[config.mk]
export PLATFORM = sky130hd
export DESIGN_NAME = nine_bit_uart
export DESIGN_NICKNAME = d
export VERILOG_FILES = /design/src/hdl/nine_bit_uart_pkg.sv /design/src/hdl/nine_bit_uart.sv
export SDC_FILE = /design/constraint.sdc
export NUM_CORES = 1
export LEC_CHECK = 0
export BUFFER_PORTS_ARGS = -buffer_cell sky130_fd_sc_hd__buf_2
export CORE_ASPECT_RATIO = 1.2
export CORE_MARGIN = 5
export CORE_UTILIZATION = 50
export DETAILED_ROUTE_END_ITERATION = 8
export GPL_ROUTABILITY_DRIVEN = 0
export PLACE_DENSITY_LB_ADDON = 0.08
export SYNTH_ARGS = -nofsm -noshare
export SYNTH_HDL_FRONTEND = slang
export SYNTH_SLANG_ARGS = --single-unit
[constraint.sdc]
create_clock -name clk_sys -period 2.65 [get_ports clk_sys]
set_clock_uncertainty 0.05 [all_clocks]
set_input_delay 0.265 -clock clk_sys [delete_from_list [all_inputs] [get_ports clk_sys]]
set_output_delay 0.265 -clock clk_sys [all_outputs]
set_load 0.005 [all_outputs]
[src/hdl/nine_bit_uart_pkg.sv]
package nine_bit_uart_pkg;
  // register indices (word addresses; byte address is index times four)
  localparam logic [2:0] REG_BUFFER     = 3'h0;
  localparam logic [2:0] REG_CONTROL    = 3'h1;
  localparam logic [2:0] REG_MODE       = 3'h2;
  localparam logic [2:0] REG_RELOAD_LO  = 3'h3;
  localparam logic [2:0] REG_RELOAD_HI  = 3'h4;
  localparam logic [2:0] REG_NODE_ADDR  = 3'h5;
  localparam logic [2:0] REG_NODE_MASK  = 3'h6;
  // control register fields
  localparam int CTL_RX_DONE   = 0;
  localparam int CTL_TX_DONE   = 1;
  localparam int CTL_RX_NINTH  = 2;
  localparam int CTL_TX_NINTH  = 3;
  localparam int CTL_RX_EN     = 4;
  localparam int CTL_TX_COL    = 5;
  localparam int CTL_RX_OVR    = 6;
  // mode register fields
  localparam int MOD_MP_EN     = 0;
  localparam int MOD_SEL_LO    = 1;
  localparam int MOD_SEL_HI    = 2;
  localparam int MOD_SHIFT_SPD = 5;
  localparam int MOD_RATE_DBL  = 7;
  // reset values
  localparam logic [7:0]  RST_BYTE   = 8'h00;
  localparam logic [15:0] RST_RELOAD = 16'h0000;
  // mode encodings
  localparam logic [1:0] MODE_SHIFT   = 2'b00;
  localparam logic [1:0] MODE_8BIT    = 2'b01;
  localparam logic [1:0] MODE_9FIXED  = 2'b10;
  localparam logic [1:0] MODE_9VAR    = 2'b11;
  // timing: fixed divides give the 16x tick
  localparam int    FIX_DIV_SLOW   = 64 / 16;
  localparam int    FIX_DIV_FAST   = 32 / 16;
  localparam int    SHIFT_DIV_SLOW = 12;
  localparam int    SHIFT_DIV_FAST = 2;
  localparam int    OVERSAMPLE     = 16;
  localparam logic [3:0] SAMPLE_A  = 4'd7;
  localparam logic [3:0] SAMPLE_B  = 4'd8;
  localparam logic [3:0] SAMPLE_C  = 4'd9;
  localparam logic [3:0] CELL_LAST = 4'd15;
  localparam logic [3:0] TX_BITS   = 4'd11;
  localparam logic [3:0] RX_NINTH_IDX = 4'd9;
  localparam logic [3:0] RX_STOP_IDX  = 4'd10;
  localparam logic [3:0] RX_STOP_8    = 4'd9;
endpackage

[src/hdl/nine_bit_uart.sv]
// Functional notes
// nine-bit frame: start 0, eight data lsb first, ninth bit, stop 1
// buffer write starts sending and copies ninth bit into shifter
// real start waits for next rollover of the divide-by-16 counter
// shift start, nine bits, stop; set transmit-done as stop begins
// receive only when enabled; sample at 16x rate, start on fall
// falling edge resets the receive divide-by-16 counter at once
// majority of samples in cell states 7, 8 and 9
// start bit sampled high is a false start; go back to idle
// store frame only if receive-done clear and ninth bit accepted
// return to edge hunt during stop bit; stop bit not stored (the 8-bit mode stores it as the received ninth bit)
// mode 3 is mode 2 with programmable baud generator rate
// shift mode clock is system clock over 12 or over 2
// mode 2 rate is system clock over 64 or over 32
// 16-bit up-counter reload; rate is clock/(16*(65536-reload))
// ninth bit 1 marks address byte, 0 marks data byte
// mode 1 with multiproc enable needs stop bit 1 for receive-done
// multiproc nine-bit receive needs address match or broadcast
// node address compared under mask; mask 0 ignores a bit
// broadcast address is node address or mask; zeros ignored
// address and mask reset to zero, accepting any address
// error flags stay set until software clears them
// buffer write while sending sets collision, byte dropped
// frame done while receive-done pending sets overrun, data kept
// mode field: 00 shift, 01 8-bit, 10 9-bit fixed, 11 9-bit var
// software clears transmit-done and receive-done itself
// transmit line idles high
//
// The implementer's own choices: the Avalon-MM interface to the registers and the register offsets.
`timescale 1ns/1ps
module nine_bit_uart
  import nine_bit_uart_pkg::*;
(
  // clock and reset
  input  wire logic        clk_sys,
  input  wire logic        resetn,
  // avalon-mm slave
  input  wire logic [4:0]  address,
  input  wire logic        read,
  input  wire logic        write,
  input  wire logic [31:0] writedata,
  input  wire logic [3:0]  byteenable,
  output logic      [31:0] readdata,
  output logic             waitrequest,
  // serial lines
  input  wire logic        rx_line,
  output logic             tx_line
);
  import nine_bit_uart_pkg::*;

  // registers
  logic [7:0]  rx_buf_q;
  logic [7:0]  node_address_q;
  logic [7:0]  node_address_mask_q;
  logic [15:0] baud_reload_q;
  logic        rx_done_flag_q, tx_done_flag_q, rx_ninth_bit_q;
  logic        tx_ninth_bit_q, rx_enable_q;
  logic        tx_collision_flag_q, rx_overrun_flag_q;
  logic        multiproc_enable_q, mode_sel_lo_q, mode_sel_hi_q;
  logic        shift_speed_sel_q, rate_double_q;
  logic        ack_q;
  logic [1:0]  mode;
  assign mode = {mode_sel_hi_q, mode_sel_lo_q};

  // bus decode: one wait state, answer on the second edge of a request
  logic [2:0] reg_idx;
  logic       wr_go, rd_go, be0, be1;
  assign reg_idx = address[4:2];
  assign wr_go   = write & ack_q;
  assign rd_go   = read & ack_q;
  assign be0     = byteenable[0];
  assign be1     = byteenable[1];

  always_ff @(posedge clk_sys) begin
    if (!resetn) begin
      ack_q <= 1'b0;
    end else begin
      ack_q <= (read | write) & ~ack_q;
    end
  end

  always_ff @(posedge clk_sys) begin
    if (!resetn) begin
      waitrequest <= 1'b1;
    end else begin
      waitrequest <= ~((read | write) & ~ack_q);
    end
  end

  // 16x tick source
  logic [15:0] brg_q;
  logic [2:0]  fix_q;
  logic        tick16;
  logic        brg_roll;
  logic [2:0]  fix_lim;
  assign brg_roll = (brg_q == 16'hffff);
  assign fix_lim  = rate_double_q ? 3'(FIX_DIV_FAST - 1) :
                                    3'(FIX_DIV_SLOW - 1);

  always_ff @(posedge clk_sys) begin
    if (!resetn) begin
      brg_q <= RST_RELOAD;
    end else if (wr_go && reg_idx == REG_RELOAD_HI && be0) begin
      // restart from the new reload so a new rate applies at once
      brg_q <= {writedata[7:0], baud_reload_q[7:0]};
    end else if (brg_roll) begin
      brg_q <= baud_reload_q;
    end else begin
      brg_q <= brg_q + 16'h0001;
    end
  end

  always_ff @(posedge clk_sys) begin
    if (!resetn) begin
      fix_q <= 3'h0;
    end else if (fix_q >= fix_lim) begin
      fix_q <= 3'h0;
    end else begin
      fix_q <= fix_q + 3'h1;
    end
  end

  always_comb begin
    if (mode == MODE_9FIXED) begin
      tick16 = (fix_q >= fix_lim);
    end else begin
      tick16 = brg_roll;
    end
  end

  // shift-mode clock enable: only the rate is built here
  logic [3:0] sdiv_q;
  logic       shift_clk_q;
  logic [3:0] sdiv_lim;
  assign sdiv_lim = shift_speed_sel_q ? 4'(SHIFT_DIV_FAST - 1) :
                                        4'(SHIFT_DIV_SLOW - 1);

  always_ff @(posedge clk_sys) begin
    if (!resetn) begin
      sdiv_q      <= 4'h0;
      shift_clk_q <= 1'b0;
    end else if (sdiv_q >= sdiv_lim) begin
      sdiv_q      <= 4'h0;
      shift_clk_q <= (mode == MODE_SHIFT);
    end else begin
      sdiv_q      <= sdiv_q + 4'h1;
      shift_clk_q <= 1'b0;
    end
  end

  // transmitter
  typedef enum logic [2:0] {
    TX_IDLE = 3'b001,
    TX_WAIT = 3'b010,
    TX_SEND = 3'b100
  } tx_state_type;
  tx_state_type tx_state_q;
  logic [3:0]  tx_div_q;
  logic [3:0]  tx_cnt_q;
  logic [10:0] tx_shift_q;
  logic        tx_roll;
  logic        buf_write;
  logic [3:0]  tx_last;
  assign tx_roll   = tick16 && tx_div_q == CELL_LAST;
  assign buf_write = wr_go && reg_idx == REG_BUFFER && be0;
  assign tx_last   = (mode == MODE_8BIT) ? TX_BITS - 4'd1 : TX_BITS;

  always_ff @(posedge clk_sys) begin
    if (!resetn) begin
      tx_div_q <= 4'h0;
    end else if (tick16) begin
      tx_div_q <= tx_div_q + 4'h1;
    end
  end

  always_ff @(posedge clk_sys) begin
    if (!resetn) begin
      tx_state_q <= TX_IDLE;
      tx_cnt_q   <= 4'h0;
      tx_shift_q <= 11'h7ff;
    end else begin
      unique case (tx_state_q)
        TX_IDLE: begin
          if (buf_write) begin
            // start, data, ninth, stop, lsb out first
            tx_shift_q <= (mode == MODE_8BIT) ?
              {2'b11, writedata[7:0], 1'b0} :
              {1'b1, tx_ninth_bit_q, writedata[7:0], 1'b0};
            tx_state_q <= TX_WAIT;
          end
        end
        TX_WAIT: begin
          if (tx_roll) begin
            tx_state_q <= TX_SEND;
            tx_cnt_q   <= 4'h0;
          end
        end
        TX_SEND: begin
          if (tx_roll) begin
            tx_shift_q <= {1'b1, tx_shift_q[10:1]};
            tx_cnt_q   <= tx_cnt_q + 4'h1;
            if (tx_cnt_q == tx_last - 4'd1) begin
              tx_state_q <= TX_IDLE;
            end
          end
        end
        default: tx_state_q <= TX_IDLE;
      endcase
    end
  end

  always_ff @(posedge clk_sys) begin
    if (!resetn) begin
      tx_line <= 1'b1;
    end else if (tx_state_q == TX_SEND) begin
      tx_line <= tx_shift_q[0];
    end else begin
      tx_line <= 1'b1;
    end
  end

  // stop bit begins when the shifter exposes it
  logic tx_stop_start;
  assign tx_stop_start = tx_state_q == TX_SEND && tx_roll &&
                         tx_cnt_q == tx_last - 4'd2;

  // receiver input: three flops, change once second and third agree
  logic [2:0] rx_sync_q;
  logic       rx_clean_q;
  always_ff @(posedge clk_sys) begin
    if (!resetn) begin
      rx_sync_q  <= 3'b111;
      rx_clean_q <= 1'b1;
    end else begin
      rx_sync_q <= {rx_sync_q[1:0], rx_line};
      if (rx_sync_q[1] == rx_sync_q[2]) begin
        rx_clean_q <= rx_sync_q[2];
      end
    end
  end

  typedef enum logic [1:0] {
    RX_HUNT = 2'b01,
    RX_BITS = 2'b10
  } rx_state_type;
  rx_state_type rx_state_q;
  logic       rx_prev_q;
  logic [3:0] rx_div_q;
  logic [3:0] rx_idx_q;
  logic [2:0] rx_samp_q;
  logic [8:0] rx_shift_q;
  logic       rx_fall, rx_bit, rx_take;
  logic       addr_ok, frame_ok, frame_end;
  logic [3:0] rx_end_idx;
  logic [7:0] bcast;

  assign rx_fall = rx_prev_q & ~rx_clean_q;
  assign rx_bit  = (rx_samp_q[0] & rx_samp_q[1]) |
                   (rx_samp_q[0] & rx_samp_q[2]) |
                   (rx_samp_q[1] & rx_samp_q[2]);
  assign rx_take = tick16 && rx_div_q == SAMPLE_C + 4'd1;
  assign rx_end_idx = (mode == MODE_8BIT) ? RX_STOP_8 : RX_STOP_IDX;
  assign bcast = node_address_q | node_address_mask_q;
  // address byte sits in rx_shift_q[7:0]; ninth bit in rx_shift_q[8]
  assign addr_ok =
    (((rx_shift_q[7:0] ^ node_address_q) & node_address_mask_q) == 8'h00)
    || (((rx_shift_q[7:0] ^ bcast) & bcast) == 8'h00);
  // in the 8-bit mode the stop bit is rx_bit as the frame ends
  assign frame_ok = !multiproc_enable_q ||
    ((mode == MODE_8BIT) ? rx_bit :
     (rx_shift_q[8] && addr_ok));
  assign frame_end = rx_state_q == RX_BITS && rx_take &&
                     rx_idx_q == rx_end_idx && mode != MODE_SHIFT;

  always_ff @(posedge clk_sys) begin
    if (!resetn) begin
      rx_prev_q <= 1'b1;
    end else begin
      rx_prev_q <= rx_clean_q;
    end
  end

  always_ff @(posedge clk_sys) begin
    if (!resetn) begin
      rx_state_q <= RX_HUNT;
      rx_div_q   <= 4'h0;
      rx_idx_q   <= 4'h0;
      rx_samp_q  <= 3'b111;
      rx_shift_q <= 9'h000;
    end else begin
      unique case (rx_state_q)
        RX_HUNT: begin
          if (rx_fall && rx_enable_q && mode != MODE_SHIFT) begin
            rx_div_q   <= 4'h0;
            rx_idx_q   <= 4'h0;
            rx_state_q <= RX_BITS;
          end
        end
        RX_BITS: begin
          if (tick16) begin
            rx_div_q <= rx_div_q + 4'h1;
            if (rx_div_q == SAMPLE_A) rx_samp_q[0] <= rx_clean_q;
            if (rx_div_q == SAMPLE_B) rx_samp_q[1] <= rx_clean_q;
            if (rx_div_q == SAMPLE_C) rx_samp_q[2] <= rx_clean_q;
          end
          if (rx_take) begin
            rx_idx_q <= rx_idx_q + 4'h1;
            if (rx_idx_q == 4'h0 && rx_bit) begin
              rx_state_q <= RX_HUNT;
            end else if (rx_idx_q == rx_end_idx) begin
              rx_state_q <= RX_HUNT;
            end else if (rx_idx_q != 4'h0) begin
              rx_shift_q <= {rx_bit, rx_shift_q[8:1]};
            end
          end
          if (!rx_enable_q) begin
            rx_state_q <= RX_HUNT;
          end
        end
        default: rx_state_q <= RX_HUNT;
      endcase
    end
  end

  // register writes
  logic ctl_wr, mode_wr;
  assign ctl_wr  = wr_go && reg_idx == REG_CONTROL && be0;
  assign mode_wr = wr_go && reg_idx == REG_MODE && be0;

  always_ff @(posedge clk_sys) begin
    if (!resetn) begin
      tx_ninth_bit_q      <= 1'b0;
      rx_enable_q         <= 1'b0;
      multiproc_enable_q  <= 1'b0;
      mode_sel_lo_q       <= 1'b0;
      mode_sel_hi_q       <= 1'b0;
      shift_speed_sel_q   <= 1'b0;
      rate_double_q       <= 1'b0;
      node_address_q      <= RST_BYTE;
      node_address_mask_q <= RST_BYTE;
      baud_reload_q       <= RST_RELOAD;
    end else begin
      if (ctl_wr) begin
        tx_ninth_bit_q <= writedata[CTL_TX_NINTH];
        rx_enable_q    <= writedata[CTL_RX_EN];
      end
      if (mode_wr) begin
        multiproc_enable_q <= writedata[MOD_MP_EN];
        mode_sel_lo_q      <= writedata[MOD_SEL_LO];
        mode_sel_hi_q      <= writedata[MOD_SEL_HI];
        shift_speed_sel_q  <= writedata[MOD_SHIFT_SPD];
        rate_double_q      <= writedata[MOD_RATE_DBL];
      end
      if (wr_go && reg_idx == REG_NODE_ADDR && be0) begin
        node_address_q <= writedata[7:0];
      end
      if (wr_go && reg_idx == REG_NODE_MASK && be0) begin
        node_address_mask_q <= writedata[7:0];
      end
      if (wr_go && reg_idx == REG_RELOAD_LO && be0) begin
        baud_reload_q[7:0] <= writedata[7:0];
      end
      if (wr_go && reg_idx == REG_RELOAD_HI && be0) begin
        baud_reload_q[15:8] <= writedata[7:0];
      end
    end
  end

  // flags: hardware set wins over software clear (write 0 clears)
  logic clr_rx_done, clr_tx_done, clr_col, clr_ovr;
  assign clr_rx_done = ctl_wr && !writedata[CTL_RX_DONE];
  assign clr_tx_done = ctl_wr && !writedata[CTL_TX_DONE];
  assign clr_col     = ctl_wr && !writedata[CTL_TX_COL];
  assign clr_ovr     = ctl_wr && !writedata[CTL_RX_OVR];

  always_ff @(posedge clk_sys) begin
    if (!resetn) begin
      tx_done_flag_q      <= 1'b0;
      tx_collision_flag_q <= 1'b0;
    end else begin
      if (tx_stop_start) begin
        tx_done_flag_q <= 1'b1;
      end else if (clr_tx_done) begin
        tx_done_flag_q <= 1'b0;
      end
      if (buf_write && tx_state_q != TX_IDLE) begin
        tx_collision_flag_q <= 1'b1;
      end else if (clr_col) begin
        tx_collision_flag_q <= 1'b0;
      end
    end
  end

  always_ff @(posedge clk_sys) begin
    if (!resetn) begin
      rx_done_flag_q    <= 1'b0;
      rx_ninth_bit_q    <= 1'b0;
      rx_buf_q          <= RST_BYTE;
      rx_overrun_flag_q <= 1'b0;
    end else begin
      if (frame_end && frame_ok && !rx_done_flag_q) begin
        // eight shifts leave the 8-bit frame one place higher
        rx_buf_q       <= (mode == MODE_8BIT) ? rx_shift_q[8:1] :
                          rx_shift_q[7:0];
        rx_ninth_bit_q <= (mode == MODE_8BIT) ? rx_bit : rx_shift_q[8];
        rx_done_flag_q <= 1'b1;
      end else if (clr_rx_done) begin
        rx_done_flag_q <= 1'b0;
      end
      if (frame_end && frame_ok && rx_done_flag_q) begin
        rx_overrun_flag_q <= 1'b1;
      end else if (clr_ovr) begin
        rx_overrun_flag_q <= 1'b0;
      end
    end
  end

  // read data, registered with the acknowledge
  always_ff @(posedge clk_sys) begin
    if (!resetn) begin
      readdata <= 32'h0000_0000;
    end else if ((read | write) & ~ack_q & read) begin
      unique case (reg_idx)
        REG_BUFFER:    readdata <= {24'h00_0000, rx_buf_q};
        REG_CONTROL:   readdata <= {25'h000_0000, rx_overrun_flag_q,
                         tx_collision_flag_q, rx_enable_q, tx_ninth_bit_q,
                         rx_ninth_bit_q, tx_done_flag_q, rx_done_flag_q};
        REG_MODE:      readdata <= {24'h00_0000, rate_double_q, 1'b0,
                         shift_speed_sel_q, 2'b00, mode_sel_hi_q,
                         mode_sel_lo_q, multiproc_enable_q};
        REG_RELOAD_LO: readdata <= {24'h00_0000, baud_reload_q[7:0]};
        REG_RELOAD_HI: readdata <= {24'h00_0000, baud_reload_q[15:8]};
        REG_NODE_ADDR: readdata <= {24'h00_0000, node_address_q};
        REG_NODE_MASK: readdata <= {24'h00_0000, node_address_mask_q};
        default:       readdata <= 32'h0000_0000;
      endcase
    end
  end

  logic unused_ok;
  assign unused_ok = be1 | rd_go | shift_clk_q;
endmodule

==> impl_metrics.env, run 1 <==
export IMPL_drt_antenna_violating_nets=0
export IMPL_fp_row_count=46
export IMPL_growth_of_design_area_from_synthesis_to_finish_pct=13.1
export IMPL_synthDominantCellAreaShare_pct=39.1
export IMPL_layout_drive_gt1_share_pct=13.3
export IMPL_fp_dieW_um=115
export IMPL_final_critical_path_setup_slack_ps=272
export IMPL_synth_area_top_cells="sky130_fd_sc_hd__dfxtp_1 (39%), sky130_fd_sc_hd__mux2i_1 (7.2%), sky130_fd_sc_hd__nand2_1 (5.4%)"
export IMPL_synth_xor_xnor_area_share_pct=3.55
export IMPL_cts_post_setup_buffers_inserted=0
export IMPL_routed_wirelength_um=18200
export IMPL_grt_util_all_layers_pct=24.0
export IMPL_timing_final_hold_violations=0
export IMPL_grt_pass1_wl_um=29400
export IMPL_clock_latency_ps=420
export IMPL_period_minus_slack_ps=2380
export IMPL_synthesis_area_per_instance_um2=8.42
export IMPL_cts_reportedPaths_clkPinSlew_ps=60
export IMPL_global_route_usage_met3_pct=5.12
export IMPL_max_cap_violations=0
export IMPL_drt_drc=0
export IMPL_hpwl_detailed_um=12900
export IMPL_numCtsBuffers=17
export IMPL_final_area_um2=7530
export IMPL_synthAdderAreaFrac_pct=2.22
export IMPL_async_reset_ff_share_pct=0
export IMPL_grt_pass1_vias=5713
export IMPL_vias=5787
export IMPL_cts_hold_buffers_added=1
export IMPL_postSynthRegisterBits=130
export IMPL_holdPathStages=3
export IMPL_port_buffers=26
export IMPL_die_area_um2=15700
export IMPL_grt_start_max_net_pins=31
export IMPL_multi_input_comb_area_um2=3720
export IMPL_setup_viol_count_final=0
export IMPL_synth_most_common_cell="sky130_fd_sc_hd__dfxtp_1"
export IMPL_max_slew_margin_rel_pct=58.1
export IMPL_cp_arrival_ps=2620
export IMPL_clock_sink_count=130
export IMPL_ir_drop_mv=0.397
export IMPL_layout_worst_path_cycle_share_pct=89.7
export IMPL_synth_cell_area_um2=6650
export IMPL_area_share_of_and_or_nand_nor_cells_after_synthesis_pct=21.3
export IMPL_fin_nets=872
export IMPL_regToRegStartpoint="brg_q[0]"
export IMPL_synth_edff_count=0
export IMPL_dr_first_iter_drc_count=420
export IMPL_placedInstanceArea_um2=6920
export IMPL_via_per_inst=5.81
export IMPL_leakage_nw=2.87
export IMPL_floorplan_core_area_um2=13100
export IMPL_grt_use_met2_pct=39.1
export IMPL_ranking_of_synthesized_cells_by_instance_count="sky130_fd_sc_hd__dfxtp_1 (130), sky130_fd_sc_hd__nand2_1 (95), sky130_fd_sc_hd__nor2_1 (81)"
export IMPL_number_of_iterations_in_the_first_detailed_routing_pass=5
export IMPL_fmaxAchievable_ghz=0.420
export IMPL_critical_path_startpoint="brg_q[0]"
export IMPL_hp_start="read"
export IMPL_layoutNonFillerInstCount=996
export IMPL_synthesis_yosys_warnings=0
export IMPL_postSynth_topFlopCell="sky130_fd_sc_hd__dfxtp_1"
export IMPL_synth_cells=790
export IMPL_main_combinational_cell_family_by_area_after_synthesis="simple AND/OR/NAND/NOR gates"
export IMPL_timing_max_transition_violations_final=0
export IMPL_seq_area_frac_synth_pct=39.1
export IMPL_synth_lib_cells_used_distinct=67
export IMPL_routed_wire_length_per_instance_um=18.2
export IMPL_cts_resized_gates=0
export IMPL_seqCellArea_um2=2600
export IMPL_placement_setup_worst_slack_ps=254
export IMPL_worstSetupPathType="flop to flop"
export IMPL_cp_end_kind="flop"
export IMPL_io_pins=80
export IMPL_min_delay_path_class="input pin to flop"
export IMPL_initial_utilization_pct=50.7
export IMPL_fill_cells=1212
export IMPL_grt_setup_unrepaired="no"
export IMPL_fin_util_pct=57.4
export IMPL_num_antenna_cells=0
export IMPL_required_worst_endpoint_ps=2890
export IMPL_pwr_density_cell_nw_per_um2=608
export IMPL_timing_setup_tns_ps=0
export IMPL_whs_ps=121
export IMPL_yosysTopAreaCell="sky130_fd_sc_hd__dfxtp_1"
export IMPL_p_total_mw=4.57
export IMPL_critical_path_max_fanout=9
export IMPL_grt_remaining_overflow=0
export IMPL_muxShareOfSynthArea_pct=9.59
export IMPL_cts_htree_levels=4
export IMPL_place_inst=963
export IMPL_grt_antenna_before_repair=0
export IMPL_globalRoute_busiestLayer="met2"
export IMPL_cts_buffer_depth=2
export IMPL_max_slew_worst_pin_slew_ps=625
export IMPL_ff2ff_path_depth=6
export IMPL_share_of_the_synthesized_area_in_compound_gates_ao_oa_aoi_oai_pct=17.9
export IMPL_setup_worst_path_start_class="flop"
export IMPL_gr_util_met1_pct=29.8
export IMPL_tritoncts_clock_tree="built"
export IMPL_die_extent_in_y_um=136
export IMPL_outcome="finished, final reports clean"
export IMPL_cts_root_buffer="sky130_fd_sc_hd__clkbuf_16"
state kept, by name, indices dropped and copies added, names as in the netlist, 4 cells and up:
signal and cells:
tx_shift_q 10, rx_shift_q 9, rx_idx_q 4, tx_div_q 4, tx_cnt_q 4, baud_reload_q 16, rx_div_q 4, readdata 8
brg_q 16, node_address_mask_q 8, rx_buf_q 8, node_address_q 8
placed cells by master (no fill, tap or decap), types with 18 or more instances in the layout:
cell,n
sky130_fd_sc_hd__dfxtp_1,130
sky130_fd_sc_hd__nand2_1,95
sky130_fd_sc_hd__nor2_1,81
sky130_fd_sc_hd__a21oi_1,48
sky130_fd_sc_hd__mux2i_1,48
sky130_fd_sc_hd__o21ai_0,41
sky130_fd_sc_hd__nand3_1,32
sky130_fd_sc_hd__buf_2,26
sky130_fd_sc_hd__buf_4,26
sky130_fd_sc_hd__conb_1,24
sky130_fd_sc_hd__nor2b_1,18
critical path: stages, from the launching register on:
cell                      delay [ps]
sky130_fd_sc_hd__dfxtp_1         380
sky130_fd_sc_hd__ha_1            220
sky130_fd_sc_hd__nand3_2         110
sky130_fd_sc_hd__or4_4           600
sky130_fd_sc_hd__a21oi_4         320
sky130_fd_sc_hd__nor4b_2         410
sky130_fd_sc_hd__o21ai_0         150
power by group:
part	switching (mW)	internal, mW
sequential	0.0224	1.98
combinational	0.145	0.0699
clock	0.888	1.47
total	1.06	3.52
path summary, 6_finish.rpt:
kind / end / slack [ps]
worst max-delay path: tx_cnt_q[1] / 270
worst min-delay path: waitrequest / 120
worst max register to register: tx_cnt_q[1] / 270
worst min register to register: rx_sync_q[1] / 370
cells by family (layout without fill, tap and decap cells):
| group | count (synthesis) | count (layout) |
|---|---|---|
| buf+inv | 83 | 98 |
| fa+ha+maj | 12 | 12 |
| mux | 61 | 61 |
| simple gates | 296 | 296 |
| xor+xnor | 27 | 27 |
| other cells | 1 | 24 |
| compound gates | 180 | 180 |
| flops | 130 | 130 |
cell type report:
cell class / instances / area share [%]
multi-input cells: 600 / 49.4
flip-flops and latches: 130 / 34.6
clock buffers: 17 / 5.65
repair buffers: 54 / 4.72
well taps: 168 / 2.79
clock inverters: 15 / 2.23
inverters: 12 / 0.598
routing by layer:
| layer | vias up | wire length (um) |
|---|---|---|
| li1 | 2821 | - |
| met1 | 2769 | 7710 |
| met2 | 157 | 8770 |
| met3 | 40 | 945 |
| met4 | 0 | 729 |
| met5 | - | 0 |
No activity file was read; power rests on OpenSTA's default activity.
==> inputs of run 2 (changes only) <==
--- a/config.mk
+++ b/config.mk
@@ -5,6 +5,7 @@
 export SDC_FILE = /design/constraint.sdc
 export NUM_CORES = 1
 export LEC_CHECK = 0
+export ABC_AREA = 1
 export BUFFER_PORTS_ARGS = -buffer_cell sky130_fd_sc_hd__buf_2
 export CORE_ASPECT_RATIO = 1.2
 export CORE_MARGIN = 5
==> run 2 against run 1 <==
- sequential share of layout area grew 1.4 points
- largest cell class unchanged
- critical path depth up 5
- sequential power grew 4%
- count of clock-buffer cells in the layout rose by 5
- sequential cell count is the same
- register-to-register slack better by 250 ps
- first-iteration DRC count fell by 12%
- combinational power grew 100%
- die area fell by 4.3%
==> impl_metrics.env, run 2 <==
export IMPL_outcome="finished, final reports clean"
export IMPL_worst_path_largest_cell_delay_ps=370
export IMPL_fmaxAchievable_ghz=0.470
export IMPL_max_slew_margin_rel_pct=49.3
export IMPL_crit_family="simple AND/OR/NAND/NOR gates"
export IMPL_postSynth_topFlopCell="sky130_fd_sc_hd__dfxtp_1"
export IMPL_io_pins=80
export IMPL_reg2reg_setup_slack_ps=520
export IMPL_grt_setup_unrepaired="no"
export IMPL_min_delay_path_class="input pin to flop"
export IMPL_fill_cells=1200
export IMPL_place_inst=1071
export IMPL_grt_util_all_layers_pct=21.9
export IMPL_biggestRegsByFlops="baud_reload_q (16), brg_q (16), tx_shift_q (10)"
export IMPL_timing_critical_path_buf_inv=0
export IMPL_dominant_cell_type_by_count_on_the_critical_path="sky130_fd_sc_hd__nand3_4"
export IMPL_regToRegStartpoint="brg_q[0]"
export IMPL_synth_area_top_cells="sky130_fd_sc_hd__dfxtp_1 (41%), sky130_fd_sc_hd__nand2_1 (11%), sky130_fd_sc_hd__o21ai_0 (8.4%)"
export IMPL_die_extent_in_y_um=133
export IMPL_worstSetupPathType="flop to flop"
export IMPL_seqCellArea_um2=2600
export IMPL_globalRoute_busiestLayer="met2"
export IMPL_ir_drop_mv=0.324
export IMPL_layout_cells_most_common_list="sky130_fd_sc_hd__nand2_1 (180), sky130_fd_sc_hd__dfxtp_1 (130), sky130_fd_sc_hd__o21ai_0 (107), sky130_fd_sc_hd__inv_1 (102), sky130_fd_sc_hd__nor2_1 (98)"
export IMPL_fin_nets=984
export IMPL_critical_path_max_fanout=19
export IMPL_synth_lib_cells_used_distinct=46
export IMPL_routed_wire_length_per_instance_um=14.7
export IMPL_async_reset_ff_share_pct=0
export IMPL_multi_input_comb_area_um2=3150
export IMPL_numCtsBuffers=17
export IMPL_leakage_nw=3.16
export IMPL_yosysTopAreaCell="sky130_fd_sc_hd__dfxtp_1"
export IMPL_synthDominantCellAreaShare_pct=41.0
export IMPL_number_of_iterations_in_the_first_detailed_routing_pass=5
export IMPL_num_antenna_cells=0
export IMPL_synth_cells=894
export IMPL_cts_root_buffer="sky130_fd_sc_hd__clkbuf_16"
export IMPL_setup_viol_count_final=0
export IMPL_cp_arrival_ps=2430
export IMPL_layout_worst_path_cycle_share_pct=80.3
export IMPL_regToRegEndpoint="rx_buf_q[7]"
export IMPL_timing_final_hold_violations=0
export IMPL_grt_start_max_net_pins=84
export IMPL_growth_of_design_area_from_synthesis_to_finish_pct=14.0
export IMPL_initial_utilization_pct=50.5
export IMPL_layout_drive_gt1_share_pct=11.7
export IMPL_grt_use_met2_pct=35.3
export IMPL_grt_pass1_vias=5355
export IMPL_grt_pass1_wl_um=26700
export IMPL_pwr_density_cell_nw_per_um2=708
export IMPL_die_area_um2=15000
export IMPL_critPathSlowestCell="sky130_fd_sc_hd__dfxtp_1"
export IMPL_synth_most_common_cell="sky130_fd_sc_hd__nand2_1"
export IMPL_tritoncts_clock_tree="built"
export IMPL_cp_end_kind="flop"
export IMPL_grt_antenna_before_repair=0
export IMPL_drt_antenna_violating_nets=0
export IMPL_seq_area_frac_synth_pct=41.0
export IMPL_p_total_mw=5.11
export IMPL_hp_start="read"
export IMPL_port_buffers=26
export IMPL_timing_setup_tns_ps=0
export IMPL_global_route_usage_met3_pct=3.95
export IMPL_routed_wirelength_um=16200
export IMPL_synth_edff_count=0
export IMPL_timing_max_transition_violations_final=0
export IMPL_fp_dieW_um=113
export IMPL_via_per_inst=5.18
export IMPL_max_slew_worst_pin_slew_ps=761
export IMPL_synthesis_area_per_instance_um2=7.09
export IMPL_layoutNonFillerInstCount=1103
export IMPL_whs_endpoint="waitrequest"
export IMPL_cts_reportedPaths_clkPinSlew_ps=60
export IMPL_hpwl_detailed_um=11500
export IMPL_timing_critical_path_cells="ha_1 > nand3_2 > nor2_4 > nand3_4 > nand2_4 > nand3_4 > nor2_4 > nand3_4 > nand2_1 > nand2_1 > nor2_1"
export IMPL_postSynthRegisterBits=130
export IMPL_vias=5718
export IMPL_clock_latency_ps=420
export IMPL_drt_drc=0
export IMPL_clock_sink_count=130
export IMPL_ff2ff_path_depth=11
export IMPL_gr_util_met1_pct=28.7
export IMPL_cts_buffer_depth=2
export IMPL_cts_htree_levels=4
export IMPL_most_frequent_standard_cell_in_the_layout_excluding_fill_and_tap_cells="sky130_fd_sc_hd__nand2_1"
export IMPL_dr_first_iter_drc_count=368
export IMPL_setup_worst_path_start_class="flop"
export IMPL_period_minus_slack_ps=2130
export IMPL_fp_row_count=45
export IMPL_synth_cell_area_um2=6340
export IMPL_synthesis_yosys_warnings=0
export IMPL_cts_post_setup_buffers_inserted=0
export IMPL_holdPathStages=4
export IMPL_ranking_of_synthesized_cells_by_instance_count="sky130_fd_sc_hd__nand2_1 (180), sky130_fd_sc_hd__dfxtp_1 (130), sky130_fd_sc_hd__o21ai_0 (107)"
export IMPL_max_cap_violations=0
export IMPL_grt_remaining_overflow=0
export IMPL_required_worst_endpoint_ps=2950
export IMPL_floorplan_core_area_um2=12600
-- run 2: cell types whose count changed after synthesis, sizes merged, moves of 27 or more --
cell / delta
a21oi: +27
inv: +94
mux2i: -48
nand2: +91
nor2: +32
o21ai: +66
-- run 2: kinds of logic after synthesis --
kind of cell,share of synthesized area [%]
and+or+nand+nor,25.4
AOI/OAI and AO/OA,19.1
buffers and inverters,10.7
DFF,41.0
adders and majority gates,2.33
xor gates and xnor gates,1.38
other,0.0591
-- run 2: metrics by stage --
step	area (um^2)	hold WS (ps)	util, %	worst slack, ps
2_1_floorplan	6430	322	-	858
3_3_place_gp	6560	349	52.3	584
3_5_place_dp	6560	357	52.3	514
4_1_cts	7230	131	57.5	494
5_1_grt	7230	138	57.5	272
6_report	7230	139	57.5	523
-- run 2: how the worst max path moves through the flow --
stage	cells after the start	from	end	slack [ps]
floorplan	11	brg_q[0]	rx_buf_q[0]	860
global placement	11	brg_q[0]	rx_buf_q[4]	580
detailed placement	11	brg_q[0]	rx_buf_q[7]	510
CTS	11	brg_q[0]	rx_buf_q[7]	490
global route	11	brg_q[0]	rx_ninth_bit_q	270
finish	11	brg_q[0]	rx_buf_q[7]	520
-- run 2: per-layer routing --
metal,vias up,part of all wire (%),wire [um]
met3,31,3.9,637
met4,0,2.8,452
met2,120,48,7780
li1,2941,-,-
met1,2626,45,7300
met5,-,0,0
-- run 2: power breakdown --
group,internal [mW],switching [mW]
sequential,2.05,0.0466
clock,1.74,0.849
combinational,0.136,0.299
total,3.92,1.19
-- run 2: worst register-to-register path, stage by stage, from the launching register on --
cell and delay [ps]:
sky130_fd_sc_hd__dfxtp_1 370, sky130_fd_sc_hd__ha_1 220, sky130_fd_sc_hd__nand3_2 130, sky130_fd_sc_hd__nor2_4 200, sky130_fd_sc_hd__nand3_4 120, sky130_fd_sc_hd__nand2_4 160
sky130_fd_sc_hd__nand3_4 120, sky130_fd_sc_hd__nor2_4 140, sky130_fd_sc_hd__nand3_4 250, sky130_fd_sc_hd__nand2_1 140, sky130_fd_sc_hd__nand2_1 60, sky130_fd_sc_hd__nor2_1 110
-- run 2: cell type report --
class                           count  area share, %
Clock buffer                       22           6.56
Clock inverter                      9           2.46
Sequential cell                   130           36.0
Inverter                          107           5.56
Timing Repair Buffer               37           2.98
Multi-Input combinational cell    634           43.6
Tap cell                          164           2.84
-- run 2: timing repair --
action,in CTS,in global routing
hold buffers,1,0
gates resized for setup,0,0
endpoints found under the hold margin,1,0
==> inputs of run 3 (changes only) <==
==> constraint.sdc (replaced) <==
create_clock -name clk_sys -period 1.8 [get_ports clk_sys]
set_clock_uncertainty 0.05 [all_clocks]
set_input_delay 0.18 -clock clk_sys [delete_from_list [all_inputs] [get_ports clk_sys]]
set_output_delay 0.18 -clock clk_sys [all_outputs]
set_load 0.005 [all_outputs]
==> run 3 against run 2 <==
- the run now ends with negative setup slack left
- non-clock buffer count increased by 56
- sequential power increased by 48%
- design area increased by 9.3%
- register-to-register slack got worse by 580 ps
- worst hold slack got worse by 75 ps
- clock power increased by 49%
- cell count increased by 5.3%
- first-iteration DRC count increased by 3.8%
- core utilization increased by 5.4 points
- largest cell class unchanged
==> impl_metrics.env, run 3 (synthesis results as in run 2) <==
export IMPL_layout_cells_most_common_list="sky130_fd_sc_hd__nand2_1 (170), sky130_fd_sc_hd__dfxtp_1 (124), sky130_fd_sc_hd__o21ai_0 (104), sky130_fd_sc_hd__inv_1 (100), sky130_fd_sc_hd__nor2_1 (93)"
export IMPL_routed_wire_length_per_instance_um=14.9
export IMPL_fin_nets=1041
export IMPL_leakage_nw=3.48
export IMPL_ir_drop_mv=0.541
export IMPL_grt_antenna_before_repair=0
export IMPL_grt_util_all_layers_pct=22.9
export IMPL_placement_setup_worst_slack_ps=-270
export IMPL_seqCellArea_um2=2610
export IMPL_layoutNonFillerInstCount=1161
export IMPL_critical_path_max_fanout=7
export IMPL_worstSetupPathType="flop to flop"
export IMPL_initial_utilization_pct=50.5
export IMPL_regToRegEndpoint="rx_buf_q[1]"
export IMPL_globalRoute_busiestLayer="met2"
export IMPL_setup_viol_count_final=7
export IMPL_required_worst_endpoint_ps=2100
export IMPL_placedInstanceArea_um2=6920
export IMPL_global_route_usage_met3_pct=5.27
export IMPL_hpwl_detailed_um=12200
export IMPL_most_frequent_standard_cell_in_the_layout_excluding_fill_and_tap_cells="sky130_fd_sc_hd__nand2_1"
export IMPL_layout_worst_path_cycle_share_pct=103
export IMPL_drt_antenna_violating_nets=0
export IMPL_grt_setup_unrepaired="yes"
export IMPL_reg2reg_setup_slack_ps=-60
export IMPL_hp_start="read"
export IMPL_io_pins=80
export IMPL_final_critical_path_setup_slack_ps=-57.5
export IMPL_timing_max_transition_violations_final=0
export IMPL_setup_worst_path_start_class="flop"
export IMPL_layout_drive_gt1_share_pct=20.3
export IMPL_biggestRegsByFlops="baud_reload_q (16), brg_q (16), tx_shift_q (10)"
export IMPL_cts_htree_levels=4
export IMPL_grt_use_met2_pct=38.5
export IMPL_p_total_mw=7.75
export IMPL_numCtsBuffers=17
export IMPL_outcome="finished with violations"
export IMPL_clock_sink_count=130
export IMPL_gr_util_met1_pct=28.5
export IMPL_period_minus_slack_ps=1860
export IMPL_grt_start_max_net_pins=84
export IMPL_floorplan_core_area_um2=12600
export IMPL_die_extent_in_y_um=133
export IMPL_ff2ff_path_depth=12
export IMPL_critical_path_startpoint="brg_q[1]"
export IMPL_min_delay_path_class="input pin to flop"
export IMPL_cp_end_kind="flop"
export IMPL_cp_arrival_ps=2150
export IMPL_multi_input_comb_area_um2=3310
export IMPL_regToRegStartpoint="brg_q[1]"
export IMPL_clock_latency_ps=410
export IMPL_die_area_um2=15000
export IMPL_fp_row_count=45
export IMPL_cts_reportedPaths_clkPinSlew_ps=60
export IMPL_number_of_iterations_in_the_first_detailed_routing_pass=5
export IMPL_via_per_inst=5.17
export IMPL_max_cap_violations=0
export IMPL_cts_root_buffer="sky130_fd_sc_hd__clkbuf_16"
export IMPL_timing_final_hold_violations=0
export IMPL_cts_buffer_depth=2
export IMPL_port_buffers=26
export IMPL_num_antenna_cells=0
export IMPL_fmaxAchievable_ghz=0.538
export IMPL_fp_dieW_um=113
export IMPL_final_area_um2=7900
export IMPL_crit_end="rx_buf_q[1]"
export IMPL_grt_remaining_overflow=0
export IMPL_fill_cells=1136
export IMPL_place_inst=1115
export IMPL_grt_pass1_wl_um=27800
export IMPL_failed_checks="negative setup slack"
export IMPL_routed_wirelength_um=17300
export IMPL_tritoncts_clock_tree="built"
export IMPL_grt_pass1_vias=5673
export IMPL_dr_first_iter_drc_count=382
export IMPL_drt_drc=0
export IMPL_pwr_density_cell_nw_per_um2=981
export IMPL_growth_of_design_area_from_synthesis_to_finish_pct=24.6
export IMPL_vias=6001
==> run 3: cell types whose count changed in the layout (fill, tap and decap cells not counted), sizes merged <==
cell	delta
clkinv	+3
nand2	+1
buf	+55
clkbuf	-1
==> run 3: area by class of cell <==
class,count,share of cell area [%]
clock inverters,12,2.58
flip-flops and latches,130,33.0
inverters,107,5.10
well taps,164,2.60
multi-input cells,635,41.9
repair buffers,93,8.84
clock buffers,20,5.91
==> run 3: how the worst min path moves through the flow <==
stage / end / depth (start not counted)
floorplan: rx_sync_q[0] / 1
CTS: waitrequest / 4
finish: waitrequest / 4
global placement: rx_sync_q[0] / 2
global route: waitrequest / 4
detailed placement: rx_sync_q[0] / 2
==> run 3: critical path, cell delays in order, from the launching register on <==
cell	delay, ps
sky130_fd_sc_hd__dfxtp_2	350
sky130_fd_sc_hd__ha_4	150
sky130_fd_sc_hd__nand3_4	70
sky130_fd_sc_hd__nor2_4	160
sky130_fd_sc_hd__nand3_4	110
sky130_fd_sc_hd__nand2_4	110
sky130_fd_sc_hd__nand3_4	120
sky130_fd_sc_hd__nor2_4	140
sky130_fd_sc_hd__nand3_4	130
sky130_fd_sc_hd__buf_12	170
sky130_fd_sc_hd__nand2_1	60
sky130_fd_sc_hd__nand2_1	60
sky130_fd_sc_hd__nor2_1	100
==> run 3: power by group <==
part | switching [mW] | leakage (nW) | internal, mW
Sequential | 0.0733 | 1.06 | 3.01
Combinational | 0.516 | 2.11 | 0.294
Clock | 1.28 | 0.318 | 2.57
Total | 1.87 | 3.48 | 5.88
==> run 3: metrics by stage <==
step / utilization (%) / TNS [ps] / hold slack, ps
finish: 62.9 / -139 / 63.6
detailed placement: 55.1 / -3090 / 321
floorplan: - / 0 / 237
CTS: 61.3 / 0 / 52.0
global route: 62.9 / -2370 / 73.6
global placement: 55.1 / -1480 / 316
==> run 3: repair_timing <==
item	4_1_cts	5_1_grt
cloned	0	2
buffers inserted	4	7
gates resized for setup	13	41
hold buffers	1	0
pin swaps	3	11
setup endpoints to repair	38	58
endpoints found under the hold margin	1	0
==> run 3: layer usage <==
metal	up-vias	routed length (um)
met5	-	0
li1	3060	-
met4	0	374
met2	119	8690
met1	2787	7510
met3	35	716
